### src/hw/rtcs_map.vh
// register map, field positions, defaults and timing constants for the rtc status block
// Contract
// - 32k output on at power-up, off by enable/halt
// - 32k output starts within about one second
// - two-bit century counts binary at rollover
// - leap year: div4, not div100 unless div400
// - no irq enabled: pin follows output bit
// - oscillator stop sets failure flag
// - failure flag is one at power-up
// - halt bit set sets failure flag
// - fail enable and flag drive irq low
// - fail irq released only by clearing writes
// - failure flag stays until written zero
// - stop during power-down still sets flag
// - documented power-on defaults loaded
// - other control bits undefined until written
// - alarm flag with enable drives irq pin
// - watchdog timeout sets flag, read clears it
`ifndef RTCS_MAP_VH
`define RTCS_MAP_VH
`define RTCS_REG_CTRL     4'h0
`define RTCS_REG_FLAGS    4'h4
`define RTCS_REG_WDOG     4'h8
`define RTCS_REG_TIME     4'hC
`define RTCS_CTRL_HALT    0
`define RTCS_CTRL_OSC_FAIL_IRQ_ENABLE    1
`define RTCS_CTRL_OUT     2
`define RTCS_CTRL_FT      3
`define RTCS_CTRL_AFE     4
`define RTCS_CTRL_SQUARE_WAVE_ENABLE    5
`define RTCS_CTRL_CLK32K_OUTPUT_ENABLE    6
`define RTCS_CTRL_RS_LO   8
`define RTCS_CTRL_RS_HI   11
`define RTCS_FLAG_OF      0
`define RTCS_FLAG_AF      1
`define RTCS_FLAG_WDF     2
`define RTCS_FLAG_RUN     3
`define RTCS_CTRL_RESET   32'h0000_0164
`define RTCS_WD_RESET     8'h00
`define RTCS_RS_DEFAULT   4'h1
`define RTCS_YEAR_LAST    7'h63
`define RTCS_STOP_EDGES   16'h0800
`define RTCS_START_EDGES  16'h8000
`define RTCS_AXI_OKAY     2'b00
`define RTCS_AXI_SLVERR   2'b10
`endif

### src/hw/rtcs_calendar.v
// binary year and two-bit century counter with leap-year decode
`timescale 1ns/10ps
`include "rtcs_map.vh"
module rtcs_calendar (
  input  wire       clock,        // system clock
  input  wire       sys_rst,      // synchronous reset
  input  wire       year_tick,    // one-cycle year advance
  input  wire       load,         // software load of year and century
  input  wire [6:0] load_year,    // year value to load
  input  wire [1:0] load_century, // century value to load
  output reg  [6:0] year,         // year 0..99
  output reg        century_bit_lo, // century bit 0
  output reg        century_bit_hi, // century bit 1
  output wire       leap_year     // current year is a leap year
);
  function is_leap;
    input [6:0] y;
    input [1:0] c;
    begin
      if (y[1:0] != 2'b00)
        is_leap = 1'b0;
      else if (y == 7'h00)
        is_leap = (c == 2'b00);
      else
        is_leap = 1'b1;
    end
  endfunction
  wire [1:0] next_century = {century_bit_hi, century_bit_lo} + 2'b01;
  always @(posedge clock) begin
    if (sys_rst) begin
      year           <= 7'h00;
      century_bit_lo <= 1'b0;
      century_bit_hi <= 1'b0;
    end else if (load) begin
      year           <= load_year;
      century_bit_lo <= load_century[0];
      century_bit_hi <= load_century[1];
    end else if (year_tick) begin
      if (year == `RTCS_YEAR_LAST) begin
        year           <= 7'h00;
        century_bit_lo <= next_century[0];
        century_bit_hi <= next_century[1];
      end else begin
        year <= year + 7'h01;
      end
    end
  end
  assign leap_year = is_leap(year, {century_bit_hi, century_bit_lo});
endmodule

### src/hw/rtcs_edge_sync.v
// two-flop synchroniser with edge detect for the sampled oscillator clock
`timescale 1ns/10ps
module rtcs_edge_sync (
  input  wire clock,    // system clock
  input  wire sys_rst,  // synchronous reset
  input  wire async_in, // pin from another domain
  output reg  level,    // synchronised level
  output wire rise      // one-cycle rising edge
);
  reg meta;
  reg last;
  always @(posedge clock) begin
    if (sys_rst) begin
      meta  <= 1'b0;
      level <= 1'b0;
      last  <= 1'b0;
    end else begin
      meta  <= async_in;
      level <= meta;
      last  <= level;
    end
  end
  assign rise = level & ~last;
endmodule

### src/hw/rtcs_top.v
// oscillator-fail flag, interrupt/output pin and 32k output control with axi4-lite registers
//
// The placing of the registers and register access over AXI4-Lite were decided locally.
`timescale 1ns/10ps
`include "rtcs_map.vh"
module rtcs_top (
  input  wire        clock,          // 125 MHz system clock
  input  wire        sys_rst,        // synchronous power-on reset
  input  wire        osc_clk,        // 32.768 kHz oscillator, sampled
  input  wire        alarm_match,    // one-cycle alarm match event
  input  wire        year_tick,      // one-cycle year advance
  input  wire [31:0] s_axi_awaddr,   // write address
  input  wire        s_axi_awvalid,  // write address valid
  output wire        s_axi_awready,  // write address ready
  input  wire [31:0] s_axi_wdata,    // write data
  input  wire [3:0]  s_axi_wstrb,    // write strobes
  input  wire        s_axi_wvalid,   // write data valid
  output wire        s_axi_wready,   // write data ready
  output reg  [1:0]  s_axi_bresp,    // write response
  output reg         s_axi_bvalid,   // write response valid
  input  wire        s_axi_bready,   // write response ready
  input  wire [31:0] s_axi_araddr,   // read address
  input  wire        s_axi_arvalid,  // read address valid
  output wire        s_axi_arready,  // read address ready
  output reg  [31:0] s_axi_rdata,    // read data
  output reg  [1:0]  s_axi_rresp,    // read response
  output reg         s_axi_rvalid,   // read data valid
  input  wire        s_axi_rready,   // read data ready
  output wire        irq_out_o,      // irq/out pin output level (always 0)
  output wire        irq_out_oe,     // irq/out open-drain enable, high pulls low
  output reg         fixed_32k_pin,  // fixed 32 kHz output
  output wire        leap_year       // current year is a leap year
);
  reg  [31:0] ctrl;
  reg  [7:0]  wdog;
  reg         oscillator_failure_flag;
  reg         alarm_match_flag;
  reg         watchdog_expired_flag;
  reg         osc_running;
  reg  [15:0] stop_cnt;
  reg  [15:0] run_cnt;
  reg  [15:0] wd_cnt;
  reg         aw_got;
  reg         w_got;
  reg  [3:0]  aw_addr;
  reg         aw_bad;
  reg  [31:0] w_data;
  reg  [3:0]  w_strb;
  wire        osc_level;
  wire        osc_rise;
  wire [6:0]  year;
  wire        century_bit_lo;
  wire        century_bit_hi;

  wire halt_oscillator      = ctrl[`RTCS_CTRL_HALT];
  wire osc_fail_irq_enable  = ctrl[`RTCS_CTRL_OSC_FAIL_IRQ_ENABLE];
  wire out_level            = ctrl[`RTCS_CTRL_OUT];
  wire freq_test_select     = ctrl[`RTCS_CTRL_FT];
  wire alarm_irq_enable     = ctrl[`RTCS_CTRL_AFE];
  wire square_wave_enable   = ctrl[`RTCS_CTRL_SQUARE_WAVE_ENABLE];
  wire clk32k_output_enable = ctrl[`RTCS_CTRL_CLK32K_OUTPUT_ENABLE];
  wire [3:0] square_rate_select = ctrl[`RTCS_CTRL_RS_HI:`RTCS_CTRL_RS_LO];

  rtcs_edge_sync u_osc_sync (
    .clock    (clock),
    .sys_rst  (sys_rst),
    .async_in (osc_clk),
    .level    (osc_level),
    .rise     (osc_rise)
  );

  // oscillator presence: no edge for a long gap means stopped; needs a
  // stretch of edges to count as started (start-up delay of the crystal)
  wire osc_stopped = (stop_cnt == `RTCS_STOP_EDGES);
  always @(posedge clock) begin
    if (sys_rst) begin
      stop_cnt    <= 16'h0000;
      run_cnt     <= 16'h0000;
      osc_running <= 1'b0;
    end else begin
      if (osc_rise)
        stop_cnt <= 16'h0000;
      else if (!osc_stopped)
        stop_cnt <= stop_cnt + 16'h0001;
      if (osc_stopped || halt_oscillator) begin
        run_cnt     <= 16'h0000;
        osc_running <= 1'b0;
      end else if (osc_rise && !osc_running) begin
        run_cnt <= run_cnt + 16'h0001;
        if (run_cnt == `RTCS_START_EDGES)
          osc_running <= 1'b1;
      end
    end
  end

  // 32k output mirrors the sampled crystal; quiet when halted or disabled
  always @(posedge clock) begin
    if (sys_rst)
      fixed_32k_pin <= 1'b0;
    else
      fixed_32k_pin <= osc_level & osc_running & clk32k_output_enable
                       & ~halt_oscillator;
  end

  // unmapped writes answer slverr and touch nothing
  wire wr_fire = aw_got & w_got;
  wire wr_ok   = wr_fire & ~aw_bad;

  rtcs_calendar u_cal (
    .clock          (clock),
    .sys_rst        (sys_rst),
    .year_tick      (year_tick),
    .load           (wr_ok && aw_addr == `RTCS_REG_TIME && w_strb[0]),
    .load_year      (w_data[6:0]),
    .load_century   (w_data[9:8]),
    .year           (year),
    .century_bit_lo (century_bit_lo),
    .century_bit_hi (century_bit_hi),
    .leap_year      (leap_year)
  );

  // axi4-lite write: address and data accepted in either order
  assign s_axi_awready = !aw_got && !s_axi_bvalid;
  assign s_axi_wready  = !w_got && !s_axi_bvalid;
  wire aw_now  = s_axi_awvalid & s_axi_awready;
  wire w_now   = s_axi_wvalid & s_axi_wready;
  always @(posedge clock) begin
    if (sys_rst) begin
      aw_got       <= 1'b0;
      w_got        <= 1'b0;
      aw_addr      <= 4'h0;
      aw_bad       <= 1'b0;
      w_data       <= 32'h0000_0000;
      w_strb       <= 4'h0;
      s_axi_bvalid <= 1'b0;
      s_axi_bresp  <= `RTCS_AXI_OKAY;
    end else begin
      if (aw_now) begin
        aw_got  <= 1'b1;
        aw_addr <= {s_axi_awaddr[3:2], 2'b00};
        aw_bad  <= (s_axi_awaddr[31:4] != 28'h0000000);
      end
      if (w_now) begin
        w_got  <= 1'b1;
        w_data <= s_axi_wdata;
        w_strb <= s_axi_wstrb;
      end
      if (wr_fire) begin
        aw_got       <= 1'b0;
        w_got        <= 1'b0;
        s_axi_bvalid <= 1'b1;
        s_axi_bresp  <= aw_bad ? `RTCS_AXI_SLVERR : `RTCS_AXI_OKAY;
      end else if (s_axi_bvalid && s_axi_bready) begin
        s_axi_bvalid <= 1'b0;
      end
    end
  end

  wire wr_ctrl  = wr_ok && aw_addr == `RTCS_REG_CTRL;
  wire wr_flags = wr_ok && aw_addr == `RTCS_REG_FLAGS;
  wire wr_wdog  = wr_ok && aw_addr == `RTCS_REG_WDOG;
  wire rd_fire  = s_axi_arvalid & s_axi_arready;
  wire rd_flags = rd_fire && s_axi_araddr[5:0] == {2'b00, `RTCS_REG_FLAGS};
  wire halt_set = wr_ctrl && w_strb[0] && w_data[`RTCS_CTRL_HALT];

  // control register; fields without a documented default also reset here
  // to keep simulation clean, software must still not rely on them
  always @(posedge clock) begin
    if (sys_rst)
      ctrl <= `RTCS_CTRL_RESET;
    else if (wr_ctrl) begin
      if (w_strb[0])
        ctrl[7:0] <= w_data[7:0];
      if (w_strb[1])
        ctrl[15:8] <= w_data[15:8];
    end
  end

  // watchdog: units of 1/128 s (256 crystal edges) counted on crystal edges, simplified
  wire wd_armed = (wdog != `RTCS_WD_RESET);
  always @(posedge clock) begin
    if (sys_rst) begin
      wdog   <= `RTCS_WD_RESET;
      wd_cnt <= 16'h0000;
    end else if ((wr_wdog && w_strb[0]) || wr_ctrl) begin
      if (wr_wdog)
        wdog <= w_data[7:0];
      wd_cnt <= 16'h0000;
    end else if (wd_armed && osc_rise && osc_running) begin
      if (wd_cnt[15:8] >= wdog) begin
        wdog   <= `RTCS_WD_RESET;
        wd_cnt <= 16'h0000;
      end else
        wd_cnt <= wd_cnt + 16'h0001;
    end
  end
  wire wd_timeout = wd_armed && osc_rise && osc_running && wd_cnt[15:8] >= wdog
                    && !wr_wdog && !wr_ctrl;

  // flags: hardware set wins over software clear
  always @(posedge clock) begin
    if (sys_rst) begin
      oscillator_failure_flag <= 1'b1;
      alarm_match_flag        <= 1'b0;
      watchdog_expired_flag   <= 1'b0;
    end else begin
      if (osc_stopped || halt_set || halt_oscillator)
        oscillator_failure_flag <= 1'b1;
      else if (wr_flags && w_strb[0] && !w_data[`RTCS_FLAG_OF])
        oscillator_failure_flag <= 1'b0;
      if (alarm_match)
        alarm_match_flag <= 1'b1;
      else if (rd_flags)
        alarm_match_flag <= 1'b0;
      if (wd_timeout)
        watchdog_expired_flag <= 1'b1;
      else if (rd_flags)
        watchdog_expired_flag <= 1'b0;
    end
  end

  // irq/out pin: open drain, enable high pulls the wire low
  wire of_irq  = osc_fail_irq_enable & oscillator_failure_flag;
  wire af_irq  = alarm_irq_enable & alarm_match_flag;
  wire any_en  = osc_fail_irq_enable | alarm_irq_enable | wd_armed;
  wire pull_lo = any_en ? (of_irq | af_irq | watchdog_expired_flag)
                        : ~(out_level | (freq_test_select & 1'b0));
  assign irq_out_oe = pull_lo;
  assign irq_out_o  = 1'b0;

  // axi4-lite read, one cycle to answer
  assign s_axi_arready = !s_axi_rvalid;
  always @(posedge clock) begin
    if (sys_rst) begin
      s_axi_rvalid <= 1'b0;
      s_axi_rdata  <= 32'h0000_0000;
      s_axi_rresp  <= `RTCS_AXI_OKAY;
    end else if (rd_fire) begin
      s_axi_rvalid <= 1'b1;
      s_axi_rresp  <= `RTCS_AXI_OKAY;
      case (s_axi_araddr[5:0])
        {2'b00, `RTCS_REG_CTRL}:
          s_axi_rdata <= {20'h00000, square_rate_select, 1'b0, clk32k_output_enable,
                          square_wave_enable, ctrl[4:0]};
        {2'b00, `RTCS_REG_FLAGS}:
          s_axi_rdata <= {28'h0000000, osc_running, watchdog_expired_flag,
                          alarm_match_flag, oscillator_failure_flag};
        {2'b00, `RTCS_REG_WDOG}:
          s_axi_rdata <= {24'h000000, wdog};
        {2'b00, `RTCS_REG_TIME}:
          s_axi_rdata <= {21'h000000, leap_year, century_bit_hi, century_bit_lo,
                          1'b0, year};
        default: begin
          s_axi_rdata <= 32'h0000_0000;
          s_axi_rresp <= `RTCS_AXI_SLVERR;
        end
      endcase
      if (s_axi_araddr[31:6] != 26'h0) begin
        s_axi_rdata <= 32'h0000_0000;
        s_axi_rresp <= `RTCS_AXI_SLVERR;
      end
    end else if (s_axi_rvalid && s_axi_rready) begin
      s_axi_rvalid <= 1'b0;
    end
  end
endmodule

### config.mk
export PLATFORM = sky130hd
export DESIGN_NAME = rtcs_top
export DESIGN_NICKNAME = d
export VERILOG_FILES = /design/src/hw/rtcs_calendar.v /design/src/hw/rtcs_edge_sync.v /design/src/hw/rtcs_top.v
export VERILOG_INCLUDE_DIRS = /design/src /design/src/hw
export SDC_FILE = /design/constraint.sdc
export NUM_CORES = 1
export LEC_CHECK = 0
export BUFFER_PORTS_ARGS = -buffer_cell sky130_fd_sc_hd__buf_4
export CAP_MARGIN = 30
export CORE_MARGIN = 3
export CORE_UTILIZATION = 55
export CTS_CLUSTER_DIAMETER = 30
export DETAILED_ROUTE_END_ITERATION = 7
export PLACE_DENSITY = 0.83
export SYNTH_ARGS = -nofsm -noshare
export SYNTH_HDL_FRONTEND = slang
export SYNTH_SLANG_ARGS = --single-unit
export TNS_END_PERCENT = 30
### constraint.sdc
create_clock -name clock -period 4.1 [get_ports clock]
set_input_delay 0.82 -clock clock [delete_from_list [all_inputs] [get_ports clock]]
set_output_delay 0.82 -clock clock [all_outputs]
set_load 0.005 [all_outputs]
==> results.json, run 1 <==
{
  "status": "complete, no violations",
  "fin_crit_ns": 3.12,
  "hp-start": "s_axi_rdata[9]$_SDFFE_PP0P_",
  "start_util": 0.569,
  "grtUsageMet3": 0.0626,
  "diodes": 0,
  "antenna_found_initial": 0,
  "mostFrequentLayoutCell": "dfxtp_1",
  "htree_levels": 4,
  "cts.sinks": 119,
  "drc": 0,
  "reg2reg_from": "wdog[1]$_SDFFE_PP0P_",
  "yosysTopAreaCell": "dfxtp_1",
  "worstMarginPinSlew_ns": 0.883,
  "grt_max_degree": 48,
  "use_met2": 0.460,
  "hold_end": "s_axi_rdata[9]$_SDFFE_PP0P_",
  "dieWidth_um": 107,
  "rrSetupSlack_ns": 1.93,
  "rr_worst_depth": 7,
  "first_pass_iters": 5,
  "place_inst": 877,
  "worstHoldPathCells": 2,
  "syn2layout_area_growth_pct": 24.6,
  "top_usage_layer": "met2",
  "ys_top_cells_by_area": "dfxtp_1 43%, nand2_1 6.1%, nor2_1 5.0%, xor2_1 4.5%, a21oi_1 4.2%",
  "ios": 155,
  "synth.ff_latch_count": 119,
  "port_buffers": 107,
  "synth-edff-count": 0,
  "yosys_warnings": 0,
  "setup_tns_ns": 0,
  "cp-end-kind": "primary output",
  "start_kind": "flop",
  "syn_area_um2": 5590,
  "drive_gt1_frac": 0.196,
  "holdCritPathClass": "flop to flop",
  "fmax_mhz": 320,
  "synth_ff_type": "dfxtp_1",
  "drv_cap": 0,
  "ir_drop_mv": 0.326,
  "skew_ns": 0.00502,
  "cts_made_buffers": 17,
  "cts_buffer_depth": 2,
  "crit_fanout": 4,
  "crit_type": "flop to primary output",
  "place_hpwl_um": 10100,
  "track_usage": 0.254,
  "r2r-end": "wd_cnt[3]$_SDFFE_PP0P_",
  "slew_viol_final": 0,
  "rsz0062_at_grt": "no",
  "synth-seq-area-share": 0.426,
  "whs_ns": 0.456,
  "placementRows": 36,
  "power_uw": 2830,
  "drt_iter0_drc": 404,
  "grt_pass1_wl_um": 23400,
  "core-area_um2": 9820,
  "ant_nets": 0,
  "grt_pass1_vias": 5113,
  "instances_no_fill": 908,
  "crit_arrival_ns": 2.30,
  "p_leak_uw": 0.00278,
  "clk_latency_ns": 0.52,
  "synth_top_area_share": 0.426,
  "max-slew-margin-rel": 0.406,
  "clkTransAtPathRegs_ns": 0.05,
  "gr-total-overflow": 0,
  "hold_viol": 0,
  "fin_crit_sh": 0.761,
  "clock_tree.root_cell": "clkbuf_8",
  "die_h_um": 107,
  "met1_usage": 0.295,
  "required_ns": 3.28,
  "post-cts-setup-buffer-count": 0,
  "final-setup-viol-count": 0,
  "ctsHoldBuffers": 0,
  "wl_um": 13900,
  "pwr_density_cell_nw_per_um2": 406,
  "synth_area_per_cell_um2": 8.46,
  "gp_congestion": 0.818,
  "layout_common_cells": "119 x dfxtp_1, 108 x buf_4, 91 x nand2_1, 75 x nor2_1, 47 x a21oi_1",
  "dieArea_um2": 11400,
  "nets": 889,
  "detail_route.wl_per_cell_um": 15.4,
  "synth.distinct_cells": 54,
  "cts_tree": "built",
  "synthArstFlopShare": 0,
  "via_per_inst": 5.61,
  "vias": 5094,
  "cts_resized": 0,
  "utilization": 0.709,
  "syn_inst": 660,
  "final.fill_count": 773
}
cells in the mapped netlist, drive strengths merged, types with 3 or more instances:
cell type / n
a211oi: 10
a21oi: 48
a22o: 12
a22oi: 7
and2: 3
and3: 7
and4: 6
buf: 31
clkbuf: 15
dfxtp: 119
ha: 16
inv: 21
mux2i: 3
mux4: 4
nand2: 92
nand2b: 3
nand3: 34
nand4: 20
nor2: 77
nor2b: 8
nor3: 7
nor3b: 3
nor4: 24
o21ai: 19
or3: 8
xnor2: 14
xor2: 29
report_power, final:
group / internal [uW] / switching (uW)
sequential: 1180 / 30.1
combinational: 93.3 / 90.6
clock: 946 / 488
area by class of cell:
type	instances	area (um^2)	area share
inverter	21	78.8	0.0113
clock buffer	21	449	0.0645
multi-input combinational	496	2940	0.423
sequential	119	2380	0.342
timing repair buffer	108	811	0.117
tap	133	166	0.0239
clock inverter	10	128	0.0183
flip-flops by register name, summed over array words and instances (netlist names), 2 cells and up:
name         cells
aw_addr          2
ctrl            11
run_cnt         16
s_axi_rdata     12
stop_cnt        16
u_cal.year       7
w_data          12
w_strb           2
wd_cnt          16
wdog             8
worst max-delay path, stage by stage, from the launching register on:
cell	delay, ns
dfxtp_1	0.33
nor4_1	0.69
nand2_1	0.15
nor2_1	0.13
a21oi_1	0.05
a22oi_1	0.27
buf_4	0.17
cell families after synthesis:
logic type	after synthesis	synth area share
AOI/OAI and AO/OA	109	0.126
buffers and inverters	67	0.0625
and+or+nand+nor	298	0.260
DFF	119	0.426
adders and majority gates	16	0.0358
xor gates and xnor gates	43	0.0674
other	1	0.000671
muxes	7	0.0215
worst max path at each step:
stage / from / end / slack (ns) / depth (start not counted)
global placement: wdog[4]$_SDFFE_PP0P_ / irq_out_oe / 1.52 / 6
CTS: wdog[4]$_SDFFE_PP0P_ / irq_out_oe / 0.96 / 6
global route: wdog[4]$_SDFFE_PP0P_ / irq_out_oe / 0.78 / 6
floorplan: wdog[0]$_SDFFE_PP0P_ / irq_out_oe / 1.96 / 5
detailed placement: wdog[4]$_SDFFE_PP0P_ / irq_out_oe / 1.51 / 6
finish: wdog[4]$_SDFFE_PP0P_ / irq_out_oe / 0.98 / 6
metal layers:
| metal | part of all wire | vias up |
|---|---|---|
| li1 | - | 2488 |
| met1 | 0.40 | 2414 |
| met2 | 0.52 | 168 |
| met3 | 0.058 | 24 |
| met4 | 0.020 | 0 |
| met5 | 0 | - |
metrics by stage:
stage               setup WS (ns)  cell area (um^2)
global placement             1.52              6380
finish                      0.979              6960
floorplan                    1.96              5670
CTS                         0.955              6960
detailed placement           1.51              6380
global route                0.784              6960
Power figures use the tool's default switching activity.
==> run 2: changes to the inputs <==
--- a/config.mk
+++ b/config.mk
@@ -9,10 +9,10 @@
 export BUFFER_PORTS_ARGS = -buffer_cell sky130_fd_sc_hd__buf_4
 export CAP_MARGIN = 30
 export CORE_MARGIN = 3
-export CORE_UTILIZATION = 55
+export CORE_UTILIZATION = 52
 export CTS_CLUSTER_DIAMETER = 30
 export DETAILED_ROUTE_END_ITERATION = 7
-export PLACE_DENSITY = 0.83
+export PLACE_DENSITY = 0.79
 export SYNTH_ARGS = -nofsm -noshare
 export SYNTH_HDL_FRONTEND = slang
 export SYNTH_SLANG_ARGS = --single-unit
==> constraint.sdc (replaced) <==
create_clock -name clock -period 3.05 [get_ports clock]
set_input_delay 0.61 -clock clock [delete_from_list [all_inputs] [get_ports clock]]
set_output_delay 0.61 -clock clock [all_outputs]
set_load 0.005 [all_outputs]
==> results.json, run 2 (synthesis gave the netlist of run 1 again) <==
{
  "cp_slowest_cell": "nor4_1",
  "drc": 0,
  "core-area_um2": 10400,
  "placementRows": 37,
  "clock_tree.root_cell": "clkbuf_8",
  "ir_drop_mv": 0.393,
  "dieArea_um2": 12000,
  "design_area_um2": 6960,
  "slew_viol_final": 0,
  "grt_pass1_wl_um": 21200,
  "antenna_found_initial": 0,
  "diodes": 0,
  "max-slew-margin-rel": 0.420,
  "fmax_mhz": 368,
  "required_ns": 2.44,
  "skew_ns": 0.00521,
  "pwr_density_cell_nw_per_um2": 529,
  "detail_route.wl_per_cell_um": 14.1,
  "via_per_inst": 5.40,
  "mostFrequentLayoutCell": "dfxtp_1",
  "gp_congestion": 0.864,
  "htree_levels": 4,
  "critical_path.top_delay_family": "simple AND/OR/NAND/NOR gates",
  "cp.buffers_inverters": 2,
  "syn2layout_area_growth_pct": 24.5,
  "drive_gt1_frac": 0.203,
  "p_sw_uw": 857,
  "rsz0062_at_grt": "no",
  "p_int_uw": 2820,
  "grt_max_degree": 48,
  "vias": 4935,
  "clkTransAtPathRegs_ns": 0.06,
  "power_uw": 3680,
  "cts_buffer_depth": 2,
  "share_comb_of_total_power": 0.066,
  "cpPeakStageDelay_ns": 0.41,
  "dieWidth_um": 110,
  "nets": 891,
  "clk_latency_ns": 0.52,
  "gr-total-overflow": 0,
  "hold_viol": 0,
  "critPathMostFrequentCell": "buf_4",
  "start_util": 0.539,
  "sequentialPowerShare": 0.442,
  "layout_common_cells": "119 x dfxtp_1, 110 x buf_4, 91 x nand2_1, 75 x nor2_1, 47 x a21oi_1",
  "crit_type": "flop to primary output",
  "port_buffers": 107,
  "holdCritPathClass": "input pin to flop",
  "top_regs": "run_cnt: 16 flops, stop_cnt: 16 flops, wd_cnt: 16 flops",
  "start_kind": "flop",
  "ant_nets": 0,
  "drv_cap": 0,
  "fin_crit_ns": 2.72,
  "cts_tree": "built",
  "setup_tns_ns": 0,
  "place_hpwl_um": 9350,
  "track_usage": 0.222,
  "cts.sinks": 119,
  "cp-end-kind": "primary output",
  "swShare": 0.233,
  "ios": 155,
  "first_pass_iters": 5,
  "fin_crit_sh": 0.891,
  "final-setup-viol-count": 0,
  "power.share.clock": 0.492,
  "wl_um": 12900,
  "cts_made_buffers": 17,
  "crit_fanout": 4,
  "worstMarginPinSlew_ns": 0.864,
  "grt_pass1_vias": 4632,
  "path_cells": "nor4_1, buf_4, nand2_1, nor2_1, a21oi_1, a22oi_1, buf_4",
  "p_leak_uw": 0.00276,
  "die_h_um": 110,
  "crit_arrival_ns": 2.11,
  "placed_area_um2": 6400,
  "status": "complete, no violations",
  "drt_iter0_drc": 343
}
## run 2: cell types whose count changed in the layout (fill, tap and decap cells not counted), sizes merged
cell	previous run	this run
clkinvlp	1	5
buf	108	110
clkbuf	21	19
bufinv	3	1
clkinv	6	7
## run 2: metrics by stage
step	utilization	setup WS (ns)	hold slack (ns)	instances
global route	0.671	0.190	0.273	914
finish	0.671	0.332	0.266	914
CTS	0.670	0.201	0.244	914
detailed placement	0.617	0.771	0.446	882
floorplan	-	1.12	0.414	682
global placement	0.617	0.782	0.435	882
## run 2: area by class of cell
cell class | count | area, um^2
fillers | 846 | 3410
well taps | 136 | 170
multi-input cells | 496 | 2950
flip-flops and latches | 119 | 2380
clock buffers | 19 | 442
clock inverters | 13 | 106
repair buffers | 110 | 826
inverters | 21 | 78.8
## run 2: worst reg2reg max path: stages (launching register included)
cell	delay, ns
dfxtp_1	0.42
inv_1	0.08
ha_1	0.31
nor2b_1	0.14
o211a_1	0.23
o311ai_4	0.35
nand4_4	0.30
nor2_1	0.21
## run 2: routing by layer
metal	vias to the layer above	track usage	part of all wire	routed length (um)
li1	2488	-	-	-
met4	0	0.0775	0.014	180
met5	-	0	0	0
met2	134	0.379	0.49	6350
met3	16	0.0493	0.050	650
met1	2297	0.277	0.44	5750
## run 2: final timing paths
kind | slack, ns | to | from | cells past startpoint
setup / recovery | 0.33 | irq_out_oe | wdog[4]$_SDFFE_PP0P_ | 7
hold / removal | 0.27 | s_axi_rvalid$_SDFFE_PP0P_ | s_axi_rready | 2
setup reg to reg | 0.93 | wd_cnt[6]$_SDFFE_PP0P_ | wdog[1]$_SDFFE_PP0P_ | 7
hold reg to reg | 0.46 | u_osc_sync.level$_SDFF_PP0_ | u_osc_sync.meta$_SDFF_PP0_ | 1
## run 2: repair_timing
action | CTS | global route
gates resized for setup | 0 | 1
hold buffers | 0 | 0
setup endpoints to repair | 0 | 1
buffers inserted | 0 | 0
## run 2: power groups by stage
stage	combinational (uW)	clock [uW]	sequential, uW
floorplan	148	0	1640
global placement	236	0	1660
detailed placement	241	0	1660
CTS	243	1840	1620
global route	271	1910	1630
finish	242	1810	1630
